<file path="config.mk">
export PLATFORM = sky130hd
export DESIGN_NAME = pfbm_ctrl
export DESIGN_NICKNAME = d
export VERILOG_FILES = /design/src/pkg/pfbm_pkg.sv /design/src/verilog/pfbm_sector_dec.sv /design/src/verilog/pfbm_ctrl.sv
export SDC_FILE = /design/constraint.sdc
export NUM_CORES = 1
export LEC_CHECK = 0
export BUFFER_PORTS_ARGS = -buffer_cell sky130_fd_sc_hd__buf_2
export CORE_UTILIZATION = 45
export CTS_CLUSTER_DIAMETER = 50
export CTS_CLUSTER_SIZE = 30
export DETAILED_ROUTE_END_ITERATION = 16
export GPL_ROUTABILITY_DRIVEN = 0
export PLACE_DENSITY_LB_ADDON = 0.12
export SETUP_SLACK_MARGIN = 0.5
export SLEW_MARGIN = 20
export SYNTH_ARGS = -nofsm -noshare
export SYNTH_HDL_FRONTEND = slang
export SYNTH_SLANG_ARGS = --single-unit
</file>
<file path="constraint.sdc">
create_clock -name clk_i -period 3.95 [get_ports clk_i]
set_clock_uncertainty 0.2 [all_clocks]
set_input_delay 0.395 -clock clk_i [delete_from_list [all_inputs] [get_ports clk_i]]
set_output_delay 0.395 -clock clk_i [all_outputs]
set_load 0.1 [all_outputs]
</file>
<file path="src/pkg/pfbm_pkg.sv">
// Constants, field layout and carrier types for the parallel flash host controller.
// Assumes one 40 MHz clock and a byte-wide flash whose pins are sampled synchronously.
package pfbm_pkg;

    // ==========================================================
    // Clock and pin timing
    localparam int CLK_PERIOD_NS = 25;
    localparam int T_ACC_NS      = 70;   // Address or enable access time
    localparam int T_WP_NS       = 35;   // Write strobe low time
    localparam int T_RP_NS       = 500;  // Hard reset low time, longer than the minimum
    localparam int ACC_CYC       = (T_ACC_NS + CLK_PERIOD_NS - 1) / CLK_PERIOD_NS;
    localparam int WP_CYC        = (T_WP_NS + CLK_PERIOD_NS - 1) / CLK_PERIOD_NS;
    localparam int RP_CYC        = (T_RP_NS + CLK_PERIOD_NS - 1) / CLK_PERIOD_NS + 1;
    localparam int CNT_W         = 8;

    // ==========================================================
    // Register byte offsets on the Wishbone port
    localparam logic [7:0] REG_CTRL   = 8'h00;
    localparam logic [7:0] REG_ADDR   = 8'h04;
    localparam logic [7:0] REG_WDATA  = 8'h08;
    localparam logic [7:0] REG_RDATA  = 8'h0C;
    localparam logic [7:0] REG_STATUS = 8'h10;

    // CTRL fields: op in bits 2:0 starts a bus action, the rest are levels
    localparam int CTRL_OP_LSB = 0;
    localparam int CTRL_BOTTOM = 3;
    localparam int CTRL_HV_RST = 4;
    localparam int CTRL_HV_ID  = 5;

    // STATUS fields
    localparam int ST_BUSY    = 0;
    localparam int ST_RB      = 1;
    localparam int ST_ERR     = 2;
    localparam int ST_IDMODE  = 3;
    localparam int ST_SEC_LSB = 4;

    // Operation codes written to CTRL
    localparam logic [2:0] OP_NONE   = 3'h0;
    localparam logic [2:0] OP_READ   = 3'h1;
    localparam logic [2:0] OP_WRITE  = 3'h2;
    localparam logic [2:0] OP_HRESET = 3'h3;

    // Flash command codes
    localparam logic [7:0] CMD_UNLOCK1 = 8'hAA;
    localparam logic [7:0] CMD_UNLOCK2 = 8'h55;
    localparam logic [7:0] CMD_RESET   = 8'hF0;
    localparam logic [7:0] CMD_IDENT   = 8'h90;
    localparam logic [7:0] CMD_PROG    = 8'hA0;
    localparam logic [7:0] CMD_ERASE   = 8'h80;
    localparam logic [7:0] CMD_CHIP    = 8'h10;
    localparam logic [7:0] CMD_SECTOR  = 8'h30;
    localparam logic [7:0] CMD_SUSPEND = 8'hB0;
    localparam logic [7:0] CMD_PROT1   = 8'h60;
    localparam logic [7:0] CMD_PROT2   = 8'h40;

    // Command sequence phases
    localparam logic [2:0] PH_IDLE  = 3'h0;
    localparam logic [2:0] PH_UNL1  = 3'h1;
    localparam logic [2:0] PH_UNL2  = 3'h2;
    localparam logic [2:0] PH_PDATA = 3'h3;
    localparam logic [2:0] PH_ERA1  = 3'h4;
    localparam logic [2:0] PH_ERA2  = 3'h5;
    localparam logic [2:0] PH_ERA3  = 3'h6;

    localparam int ADDR_W = 18;
    localparam int SEC_HI = 17;  // Byte address bits of the sector select lines
    localparam int SEC_LO = 13;

    // Flash pin drive, all from flip-flops
    typedef struct packed {
        logic [ADDR_W-1:0] addr;
        logic [7:0]        dq;
        logic              dq_oe_n;  // Low while the host drives the data pins
        logic              ce_n;
        logic              oe_n;
        logic              we_n;
        logic              rst_n;
        logic              hv_rst;   // Request elevated level on the reset pin
        logic              hv_id;    // Request elevated level on the id address pin
    } pfbm_pin_type;

    localparam pfbm_pin_type PIN_RESET = '{addr: '0, dq: 8'h00, dq_oe_n: 1'b1,
        ce_n: 1'b1, oe_n: 1'b1, we_n: 1'b1, rst_n: 1'b1, hv_rst: 1'b0, hv_id: 1'b0};

endpackage

</file>
<file path="src/verilog/pfbm_sector_dec.sv">
// Sector number decode from the five sector select lines, both boot variants.
// Purely combinational; the caller registers the result.
`timescale 1ns/1ps
module pfbm_sector_dec
    import pfbm_pkg::*;
(
    input  wire logic [4:0] sector_select_bits_i,
    input  wire logic       bottom_i,
    output logic      [2:0] sector_number_o
);

    // ==========================================================
    // Decode
    always_comb begin
        if (bottom_i) begin
            casez (sector_select_bits_i)
                5'b0000?: sector_number_o = 3'h0;
                5'b00010: sector_number_o = 3'h1;
                5'b00011: sector_number_o = 3'h2;
                5'b001??: sector_number_o = 3'h3;
                5'b01???: sector_number_o = 3'h4;
                5'b10???: sector_number_o = 3'h5;
                default:  sector_number_o = 3'h6;
            endcase
        end else begin
            casez (sector_select_bits_i)
                5'b00???: sector_number_o = 3'h0;
                5'b01???: sector_number_o = 3'h1;
                5'b10???: sector_number_o = 3'h2;
                5'b110??: sector_number_o = 3'h3;
                5'b11100: sector_number_o = 3'h4;
                5'b11101: sector_number_o = 3'h5;
                default:  sector_number_o = 3'h6;
            endcase
        end
    end

endmodule

</file>
<file path="src/verilog/pfbm_ctrl.sv">
// Host controller for a byte-wide asynchronous NOR flash, run from a Wishbone register set.
// Assumes flash inputs are synchronous to clk_i and a board buffer resolves the data pins.
//
// The implementer's own choices: the Wishbone slave port and the address map.
`timescale 1ns/1ps
module pfbm_ctrl
    import pfbm_pkg::*;
(
    input  wire logic         clk_i,
    input  wire logic         rst_i,
    input  wire logic         wb_cyc_i,
    input  wire logic         wb_stb_i,
    input  wire logic         wb_we_i,
    input  wire logic [7:0]   wb_adr_i,
    input  wire logic [3:0]   wb_sel_i,
    input  wire logic [31:0]  wb_dat_i,
    output logic      [31:0]  wb_dat_o,
    output logic              wb_ack_o,
    output pfbm_pin_type      pins_o,
    input  wire logic [7:0]   dq_i,
    input  wire logic         ready_busy_n_i
);

    typedef enum {S_IDLE, S_READ, S_RD_END, S_WR_SET, S_WR_PULSE, S_WR_END,
                  S_RST_PULSE, S_RST_WAIT} pfbm_state_type;

    // ==========================================================
    // Helpers
    // Byte-lane merge of a Wishbone write into a stored word
    function automatic logic [31:0] lane_merge(input logic [31:0] old_v,
                                               input logic [31:0] new_v,
                                               input logic [3:0]  sel);
        logic [31:0] r;
        r = old_v;
        for (int i = 0; i < 4; i++) begin
            if (sel[i]) begin
                r[8*i +: 8] = new_v[8*i +: 8];
            end
        end
        return r;
    endfunction

    // Next command phase, or {1'b0,...} for a code that is not defined here
    function automatic logic [4:0] cmd_step(input logic [2:0] ph, input logic [7:0] d,
                                            input logic hv);
        logic [4:0] r;  // {ok, id_enter, phase}
        r = {2'b00, PH_IDLE};
        case (ph)
            PH_IDLE: begin
                if (d == CMD_UNLOCK1) begin
                    r = {2'b10, PH_UNL1};
                end else if (d == CMD_RESET || d == CMD_SUSPEND || d == CMD_SECTOR) begin
                    r = {2'b10, PH_IDLE};
                end else if (hv && (d == CMD_PROT1 || d == CMD_PROT2)) begin
                    r = {2'b10, PH_IDLE};
                end
            end
            PH_UNL1:  r = (d == CMD_UNLOCK2) ? {2'b10, PH_UNL2} : r;
            PH_UNL2: begin
                if (d == CMD_IDENT) begin
                    r = {2'b11, PH_IDLE};
                end else if (d == CMD_PROG) begin
                    r = {2'b10, PH_PDATA};
                end else if (d == CMD_ERASE) begin
                    r = {2'b10, PH_ERA1};
                end
            end
            PH_PDATA: r = {2'b10, PH_IDLE};
            PH_ERA1:  r = (d == CMD_UNLOCK1) ? {2'b10, PH_ERA2} : r;
            PH_ERA2:  r = (d == CMD_UNLOCK2) ? {2'b10, PH_ERA3} : r;
            PH_ERA3:  r = (d == CMD_CHIP || d == CMD_SECTOR) ? {2'b10, PH_IDLE} : r;
            default:  r = {2'b00, PH_IDLE};
        endcase
        return r;
    endfunction

    // ==========================================================
    // Register file state
    logic [5:3]        ctrl_r, ctrl_nxt;
    logic [ADDR_W-1:0] addr_r, addr_nxt;
    logic [7:0]        wdata_r, wdata_nxt;
    logic              err_r, err_nxt;
    logic              ack_r, ack_nxt;
    logic [31:0]       dat_r, dat_nxt;
    logic [2:0]        op_r, op_nxt;
    // Sequencer state
    pfbm_state_type    state_r, state_nxt;
    logic [CNT_W-1:0]  cnt_r, cnt_nxt;
    pfbm_pin_type      pins_r, pins_nxt;
    logic [7:0]        rdata_r, rdata_nxt;
    logic [2:0]        phase_r, phase_nxt;
    logic              idm_r, idm_nxt;
    logic              seq_err;
    logic [2:0]        sector_num;
    logic [4:0]        step;
    logic [31:0]       wmerge;

    pfbm_sector_dec u_dec (
        .sector_select_bits_i (addr_r[SEC_HI:SEC_LO]),
        .bottom_i             (ctrl_r[CTRL_BOTTOM]),
        .sector_number_o      (sector_num)
    );

    // ==========================================================
    // Wishbone slave: ack one cycle after the request, write at the ack edge
    always_comb begin
        ack_nxt  = wb_cyc_i & wb_stb_i & ~ack_r;
        ctrl_nxt = ctrl_r;
        addr_nxt = addr_r;
        wdata_nxt = wdata_r;
        op_nxt   = OP_NONE;
        err_nxt  = err_r;
        dat_nxt  = dat_r;
        wmerge   = 32'h0000_0000;
        if (wb_cyc_i && wb_stb_i && wb_we_i && ack_r) begin
            case (wb_adr_i)
                REG_CTRL: begin
                    wmerge   = lane_merge({26'h0, ctrl_r, 3'h0}, wb_dat_i, wb_sel_i);
                    ctrl_nxt = wmerge[5:3];
                    op_nxt   = wmerge[CTRL_OP_LSB +: 3];
                end
                REG_ADDR: begin
                    wmerge   = lane_merge({14'h0, addr_r}, wb_dat_i, wb_sel_i);
                    addr_nxt = wmerge[ADDR_W-1:0];
                end
                REG_WDATA: begin
                    wmerge    = lane_merge({24'h0, wdata_r}, wb_dat_i, wb_sel_i);
                    wdata_nxt = wmerge[7:0];
                end
                REG_STATUS: begin
                    if (wb_sel_i[0] && wb_dat_i[ST_ERR]) begin
                        err_nxt = 1'b0;
                    end
                end
                default: begin
                end
            endcase
        end
        // A refusal in the same cycle as a clear still leaves the flag set
        if (seq_err) begin
            err_nxt = 1'b1;
        end
        if (ack_nxt) begin
            case (wb_adr_i)
                REG_CTRL:   dat_nxt = {26'h0, ctrl_r, 3'h0};
                REG_ADDR:   dat_nxt = {14'h0, addr_r};
                REG_WDATA:  dat_nxt = {24'h0, wdata_r};
                REG_RDATA:  dat_nxt = {24'h0, rdata_r};
                REG_STATUS: dat_nxt = {25'h0, sector_num, idm_r, err_r, ready_busy_n_i,
                                       state_r != S_IDLE};
                default:    dat_nxt = 32'h0000_0000;
            endcase
        end
    end

    always_ff @(posedge clk_i) begin
        if (rst_i) begin
            ctrl_r  <= 3'h0;
            addr_r  <= '0;
            wdata_r <= 8'h00;
            err_r   <= 1'b0;
            ack_r   <= 1'b0;
            dat_r   <= 32'h0000_0000;
            op_r    <= OP_NONE;
        end else begin
            ctrl_r  <= ctrl_nxt;
            addr_r  <= addr_nxt;
            wdata_r <= wdata_nxt;
            err_r   <= err_nxt;
            ack_r   <= ack_nxt;
            dat_r   <= dat_nxt;
            op_r    <= op_nxt;
        end
    end

    assign wb_ack_o = ack_r;
    assign wb_dat_o = dat_r;

    // ==========================================================
    // Pin sequencer; an operation asked for while busy is refused and flagged
    always_comb begin
        state_nxt = state_r;
        cnt_nxt   = cnt_r;
        pins_nxt  = pins_r;
        rdata_nxt = rdata_r;
        phase_nxt = phase_r;
        idm_nxt   = idm_r;
        seq_err   = 1'b0;
        step      = cmd_step(phase_r, wdata_r, ctrl_r[CTRL_HV_RST]);
        pins_nxt.hv_id  = ctrl_r[CTRL_HV_ID];
        case (state_r)
            S_IDLE: begin
                if (op_r == OP_READ) begin
                    pins_nxt.addr = addr_r;
                    pins_nxt.ce_n = 1'b0;
                    pins_nxt.oe_n = 1'b0;
                    cnt_nxt   = CNT_W'(ACC_CYC);
                    state_nxt = S_READ;
                end else if (op_r == OP_WRITE) begin
                    if (step[4]) begin
                        pins_nxt.addr    = addr_r;
                        pins_nxt.dq      = wdata_r;
                        pins_nxt.dq_oe_n = 1'b0;
                        pins_nxt.ce_n    = 1'b0;
                        state_nxt = S_WR_SET;
                    end else begin
                        seq_err   = 1'b1;
                        phase_nxt = PH_IDLE;
                    end
                end else if (op_r == OP_HRESET) begin
                    pins_nxt.rst_n = 1'b0;
                    cnt_nxt   = CNT_W'(RP_CYC);
                    state_nxt = S_RST_PULSE;
                end
            end
            S_READ: begin
                cnt_nxt = cnt_r - 1'b1;
                if (cnt_r == CNT_W'(1)) begin
                    rdata_nxt     = dq_i;
                    pins_nxt.ce_n = 1'b1;
                    pins_nxt.oe_n = 1'b1;
                    state_nxt     = S_RD_END;
                end
            end
            S_WR_SET: begin
                pins_nxt.we_n = 1'b0;
                cnt_nxt   = CNT_W'(WP_CYC);
                state_nxt = S_WR_PULSE;
            end
            S_WR_PULSE: begin
                cnt_nxt = cnt_r - 1'b1;
                if (cnt_r == CNT_W'(1)) begin
                    pins_nxt.we_n = 1'b1;
                    state_nxt     = S_WR_END;
                end
            end
            S_WR_END: begin
                pins_nxt.ce_n    = 1'b1;
                pins_nxt.dq_oe_n = 1'b1;
                phase_nxt = step[2:0];
                if (step[3]) begin
                    idm_nxt = 1'b1;
                end else if (phase_r == PH_IDLE && wdata_r == CMD_RESET) begin
                    idm_nxt = 1'b0;
                end
                state_nxt = S_IDLE;
            end
            S_RST_PULSE: begin
                cnt_nxt = cnt_r - 1'b1;
                if (cnt_r == CNT_W'(1)) begin
                    pins_nxt.rst_n = 1'b1;
                    phase_nxt = PH_IDLE;
                    idm_nxt   = 1'b0;
                    state_nxt = S_RST_WAIT;
                end
            end
            S_RST_WAIT: begin
                if (ready_busy_n_i) begin
                    state_nxt = S_IDLE;
                end
            end
            S_RD_END: state_nxt = S_IDLE;
            default:  state_nxt = S_IDLE;
        endcase
        // Never ask for the elevated level while the reset pin is pulled low
        pins_nxt.hv_rst = ctrl_r[CTRL_HV_RST] & pins_nxt.rst_n;
        // Requests landing while busy are dropped, so software must poll busy
        if (state_r != S_IDLE && op_r != OP_NONE) begin
            seq_err = 1'b1;
        end
    end

    always_ff @(posedge clk_i) begin
        if (rst_i) begin
            state_r <= S_IDLE;
            cnt_r   <= '0;
            pins_r  <= PIN_RESET;
            rdata_r <= 8'h00;
            phase_r <= PH_IDLE;
            idm_r   <= 1'b0;
        end else begin
            state_r <= state_nxt;
            cnt_r   <= cnt_nxt;
            pins_r  <= pins_nxt;
            rdata_r <= rdata_nxt;
            phase_r <= phase_nxt;
            idm_r   <= idm_nxt;
        end
    end

    assign pins_o = pins_r;

    // ==========================================================
    // Checks
    logic [CNT_W-1:0] low_cnt_r;
    always_ff @(posedge clk_i) begin
        if (rst_i || (pins_r.oe_n && pins_r.we_n && pins_r.rst_n)) begin
            low_cnt_r <= '0;
        end else begin
            low_cnt_r <= low_cnt_r + 1'b1;
        end
    end
endmodule

</file>
==> results.ini, run 1 <==
[synthesis]
ys_seq_area_frac = 0.371
synth-compound-area-share = 0.163
ys_seq_elements = 108
yosys_warnings = 0
syn_area_um2 = 5830
synth_edf_count = 0
synth_mux_area_frac = 0.0789
synth-async-reset-ratio = 0
synth-xor-area-share = 0.00901
synth_top_family_by_area = simple AND/OR/NAND/NOR gates
avgSynthCellArea_um2 = 8.30
yosys.cell_types.count = 71
synth_fa_ha_area_frac = 0.00644
synth-simple-area-share = 0.301
synthFlopType = dfxtp_1
syn_inst = 703

[flow_run]
drv_cap = 0

[grt]
antenna_found_initial = 0
grt_pass1_wl_mm = 24.8
grt_max_degree = 72
grt_pass1_vias = 4789
grt_overflow = 0
grt_usage = 0.239

[status]
status = complete, no violations

[timing]
finalSetupViolations = 0
max_freq_mhz = 363
max_slew_margin = 0.317
final-hold-violation-count = 0
fin_ws_ps = 1190
tns_ps = 0
whs_ps = 73.4
rsz0062_at_grt = no
tightest_slew_ps = 1020
period_share = 0.698
finalMaxSlewViolations = 0
period_needed_ps = 2760

[final_layout]
final_util = 0.522
finalInstanceArea_um2 = 6580
final_layout_size_suffix_gt1_frac = 0.189
synthToLayoutAreaGrowth_pct = 12.9
final_nets = 823
final_cells = 938
n_antenna_cell = 0

[worst_setup_path]
end_kind = register
slowest_stage = a211o_1
path_delay_family = compound AO/OA/AOI/OAI gates
critical_path.max_stage_delay_ps = 630
startpoint_type = register
path_cells = or4b_4, o22ai_1, a211o_1, nor4_4, o41ai_2
path_buf_inv = 0
critPathKind = register to register
cp-startpoint = wdata_r[4]$_SDFFE_PP0P_
cp.required_ps = 4020
cp.arrival_ps = 2830
critPathMaxFanout = 19
reg2reg_from = wdata_r[4]$_SDFFE_PP0P_

[die]
dieWidth_um = 116
start_util = 0.462
num_rows = 41
die_y_um = 116
die-area_um2 = 13400
core_area_um2 = 12600
io_pins = 124

[clock_network]
path_clk_slew_ps = 70
cts_buffers = 9
cts_max_level = 3
cts.repair.resized = 0
post_cts_buffers = 0
clock-root-buffer = clkbuf_16
cts_tree = yes
clk_latency_ps = 360
postCtsHoldBufs = 0
cts_buffer_depth = 2
cts_sinks = 108

[route]
wire_per_inst_um = 17.0
via_per_inst = 5.77
vias = 5415
postRouteAntennaNets = 0
detail_route.drc_violations = 0
drt_first_pass_iters = 5
dr.first_iter.drc_count = 466
wl_mm = 15.9

[placement]
place.port_buffers = 94
dpl_cell_area_um2 = 6310
dp_cells = 923
place_ws_ps = 1230
hpwlAfterDp_mm = 11.1

[pwr]
powerDensity_nw_per_um2 = 414
leakagePower_nw = 2.63
total_power_mw = 2.73
ir_drop_v = 0.000199

[hold_path]
min_path_type = input pin to register
holdCritStartpoint = dq_i[6]

-- synth_stat cells, types with 9 or more instances --
library cell  instances  area share
dfxtp_1             108        0.37
nand3_1              40       0.034
clkbuf_1             32       0.021
inv_1                15      0.0097
nor2_1               60       0.039
buf_4                17       0.022
buf_2                13       0.011
nor3b_1              24       0.031
o31ai_1              19       0.024
nand4_1              22       0.024
nor2b_1              33       0.035
nand2_1              75       0.048
and3_1                9      0.0097
o21ai_0              28       0.024
a21oi_1              28       0.024
a32oi_1              17       0.026
mux2i_1              37       0.063
-- final timing paths --
check | to | slack (ps) | cells after the start
setup reg to reg | state_r[1]$_SDFFE_PP0P_ | 1190 | 5
hold / removal | rdata_r[6]$_SDFFE_PP0P_ | 70 | 3
setup / recovery | state_r[1]$_SDFFE_PP0P_ | 1190 | 5
hold reg to reg | wb_dat_o[12]$_SDFFE_PP0P_ | 260 | 2
-- placed cells by master (no fill, tap or decap), types with 3 or more instances in the layout --
cell type  Yosys  routed
nor4_1         7       7
nor2b_1       33      33
and3_1         9       9
nand2_1       75      75
buf_2         13      93
inv_1         15      15
a211oi_1       4       3
conb_1         1      14
nor4b_1        3       3
or3_1          4       4
and4_1         4       4
mux2i_1       37      37
nand4b_1       3       3
o22ai_1        5       5
a222oi_1       4       4
nor2_1        60      59
nand3_1       40      40
nand4_1       22      22
inv_6          0       3
xor2_1         5       5
mux2_2         4       4
nor3b_1       24      24
nor4_4         3       3
a21oi_1       28      28
nor3_1         7       7
ha_1           3       3
a32oi_1       17      17
buf_4         17      13
dfxtp_1      108     108
clkbuf_16      0       9
a31oi_1        6       6
nand2b_1       8       8
o31ai_1       19      19
o21ai_0       28      28
-- state kept, by name, summed over array words and instances (netlist names) --
name / flops
addr_r: 18
cnt_r: 8
ctrl_r: 3
err_r: 1
idm_r: 1
op_r: 3
phase_r: 3
pins_o: 33
rdata_r: 8
state_r: 3
wb_ack_o: 1
wb_dat_o: 18
wdata_r: 8
-- kinds of logic after synthesis --
group | count (synthesis)
adder cells (fa/ha/maj) | 3
flip-flops | 108
AO/OA/AOI/OAI | 138
buffers and inverters | 86
multiplexers | 43
AND/OR/NAND/NOR | 318
XOR/XNOR | 6
other | 1
-- layer usage --
metal / track usage / up-vias / wire (um)
met4: 0.104 / 0 / 357
li1: - / 2640 / -
met3: 0.0298 / 26 / 831
met2: 0.358 / 182 / 7120
met5: 0 / - / 0
met1: 0.343 / 2567 / 7600
-- report_power, final --
group          switching, mW  internal (mW)  total [mW]
Sequential            0.0931           1.14        1.24
Clock                  0.431          0.430       0.862
Combinational          0.427          0.204       0.631
Total                  0.951           1.78        2.73
-- tightest hold or removal path, cell delays in order --
cell	delay [ps]
buf_2	90
nand2_1	40
a21oi_1	50
-- final cells by class --
type                       instances  area (um^2)
fill                            1217         6040
multi-input combinational        522         3320
tap                              172          215
clock inverter                     6         46.3
timing repair buffer             106          563
sequential                       108         2160
inverter                          15         56.3
clock buffer                       9          225
No activity file was read; power rests on OpenSTA's default activity.
==> inputs of run 2 (changes only) <==
==> constraint.sdc (replaced) <==
create_clock -name clk_i -period 2.3 [get_ports clk_i]
set_clock_uncertainty 0.2 [all_clocks]
set_input_delay 0.23 -clock clk_i [delete_from_list [all_inputs] [get_ports clk_i]]
set_output_delay 0.23 -clock clk_i [all_outputs]
set_load 0.1 [all_outputs]
==> results.ini, run 2 (synthesis gave the netlist of run 1 again) <==
[grt]
grt_usage = 0.261  ; was 0.239
grt_max_degree = 104  ; was 72
grt_pass1_wl_mm = 27.3  ; was 24.8 mm
grt_pass1_vias = 5372  ; was 4789
antenna_found_initial = 0  ; unchanged
grt_overflow = 0  ; unchanged

[final_layout]
final_layout_size_suffix_gt1_frac = 0.297  ; was 0.189
final_nets = 889  ; was 823
final_util = 0.606  ; was 0.522
final_cells = 1005  ; was 938
synthToLayoutAreaGrowth_pct = 31.2  ; was 12.9%
final_cell_mix = buf_2 (93), dfxtp_1 (91), nand2_1 (68), nor2_1 (56), nand3_1 (38)  ; was dfxtp_1 (108), buf_2 (93), nand2_1 (75), nor2_1 (59), nand3_1 (40)
multi_input_area_um2 = 3630  ; was 3320 um^2
n_antenna_cell = 0  ; unchanged
regArea_um2 = 2190  ; was 2160 um^2
layout_commonest_cell = buf_2  ; was dfxtp_1
largest_register_ffs = 33  ; unchanged
fill_cells = 1117  ; was 1217

[timing]
tns_ps = 0  ; unchanged
tightest_slew_ps = 599  ; was 1020 ps
period_needed_ps = 2130  ; was 2760 ps
fin_ws_ps = 170  ; was 1190 ps
rsz0062_at_grt = yes  ; was no
final-hold-violation-count = 0  ; unchanged
finalSetupViolations = 0  ; unchanged
finalMaxSlewViolations = 0  ; unchanged
period_share = 0.926  ; was 0.698
max_freq_mhz = 470  ; was 363 MHz
max_slew_margin = 0.601  ; was 0.317

[die]
die-area_um2 = 13400  ; unchanged
io_pins = 124  ; unchanged
start_util = 0.462  ; unchanged
dieWidth_um = 116  ; unchanged
num_rows = 41  ; unchanged
core_area_um2 = 12600  ; unchanged
die_y_um = 116  ; unchanged

[route]
wl_mm = 17.6  ; was 15.9 mm
dr.first_iter.drc_count = 442  ; was 466
wire_per_inst_um = 17.5  ; was 17.0 um
via_per_inst = 5.75  ; was 5.77
postRouteAntennaNets = 0  ; unchanged
drt_first_pass_iters = 5  ; unchanged
detail_route.drc_violations = 0  ; unchanged
vias = 5776  ; was 5415

[worst_setup_path]
end_kind = register  ; unchanged
critPathKind = register to register  ; unchanged
cp.arrival_ps = 2220  ; was 2830 ps
r2r_cells = 6  ; was 5
crit-reg2reg-capture = pins_o[8]$_SDFFE_PP0P_  ; was state_r[1]$_SDFFE_PP0P_
rrSetupSlack_ps = 170  ; was 1190 ps
reg2reg_from = wdata_r[1]$_SDFFE_PP0P_  ; was wdata_r[4]$_SDFFE_PP0P_
critPathMaxFanout = 7  ; was 19
startpoint_type = register  ; unchanged
cp.required_ps = 2390  ; was 4020 ps

[pwr]
leakagePower_nw = 3.03  ; was 2.63 nW
total_power_mw = 5.15  ; was 2.73 mW
powerDensity_nw_per_um2 = 674  ; was 414 nW/um^2
ir_drop_v = 0.000425  ; was 0.000199 V

[clock_network]
cts_buffer_depth = 2  ; unchanged
clk_latency_ps = 350  ; was 360 ps
clock-root-buffer = clkbuf_16  ; unchanged
cts_tree = yes  ; unchanged
cts_max_level = 3  ; unchanged
cts_buffers = 9  ; unchanged
path_clk_slew_ps = 70  ; about the same
cts_sinks = 108  ; unchanged

[hold_path]
min_path_type = input pin to register  ; unchanged
holdCritStartpoint = ready_busy_n_i  ; was dq_i[6]
min_to = wb_dat_o[1]$_SDFFE_PP0P_  ; was rdata_r[6]$_SDFFE_PP0P_
holdPathStages = 3  ; unchanged

[flow_run]
drv_cap = 0  ; unchanged

[placement]
dp_cells = 942  ; was 923
hpwlAfterDp_mm = 11.5  ; was 11.1 mm
place.port_buffers = 94  ; unchanged
place_ws_ps = 89.0  ; was 1230 ps

[status]
status = complete, no violations  ; unchanged

-- run 2: cell count changes in the layout (fill, tap and decap cells not counted), sizes merged, moves of 2 or more --
| cell | change |
|---|---|
| clkinv | +2 |
| inv | -2 |
| buf | +38 |
| clkinvlp | -2 |
| clkbuf | +3 |
| dlygate4sd3 | +26 |
-- run 2: critical path, stage by stage, from the launching register on --
cell     delay (ps)
dfxtp_2         370
or4b_4          550
nor3_4          170
o21ba_4         190
a31oi_4         200
buf_6           170
mux2i_1         190
-- run 2: worst max path at each step --
stage	from	end	slack, ps	cells past startpoint
finish	wdata_r[1]$_SDFFE_PP0P_	pins_o[8]$_SDFFE_PP0P_	170	6
global route	wdata_r[0]$_SDFFE_PP0P_	state_r[1]$_SDFFE_PP0P_	90	6
CTS	wdata_r[3]$_SDFFE_PP0P_	pins_o[10]$_SDFFE_PP0P_	150	6
detailed placement	wdata_r[1]$_SDFFE_PP0P_	pins_o[10]$_SDFFE_PP0P_	90	6
global placement	wdata_r[1]$_SDFFE_PP0P_	pins_o[13]$_SDFFE_PP0P_	130	6
floorplan	wdata_r[5]$_SDFFE_PP0P_	pins_o[10]$_SDFFE_PP0P_	270	7
-- run 2: repair_timing --
item                                    in CTS  in global routing
gates cloned                                 2                  1
pin swaps                                   11                 19
gates resized for setup                     53                 42
setup buffers                               12                  6
hold buffers                                26                  0
endpoints found under the setup margin      53                 66
endpoints found under the hold margin       38                  0
-- run 2: cell type report --
| cell class | instances | share of cell area |
|---|---|---|
| Clock buffer | 11 | 0.0304 |
| Clock inverter | 5 | 0.00801 |
| Inverter | 15 | 0.00736 |
| Multi-Input combinational cell | 523 | 0.475 |
| Sequential cell | 108 | 0.287 |
| Tap cell | 172 | 0.0281 |
| Timing Repair Buffer | 171 | 0.165 |
-- run 2: through the flow --
stage | cell area (um^2) | hold slack (ps)
after floorplan | 6000 | 166
after global placement | 6560 | 238
after detailed placement | 6560 | 244
after CTS | 7440 | 76.6
after global routing | 7650 | 107
final | 7650 | 70.7
-- run 2: routing by layer --
metal  track usage  vias to the layer above  share of wire
met5             0                        -              0
met4        0.0752                        0          0.017
met3        0.0628                       25          0.063
met2         0.415                      221           0.46
met1         0.352                     2756           0.46
li1              -                     2774              -
-- run 2: power by group --
part	switching, mW	total, mW	internal [mW]
clock network	0.724	1.58	0.853
logic	0.892	1.47	0.579
registers	0.138	2.11	1.97
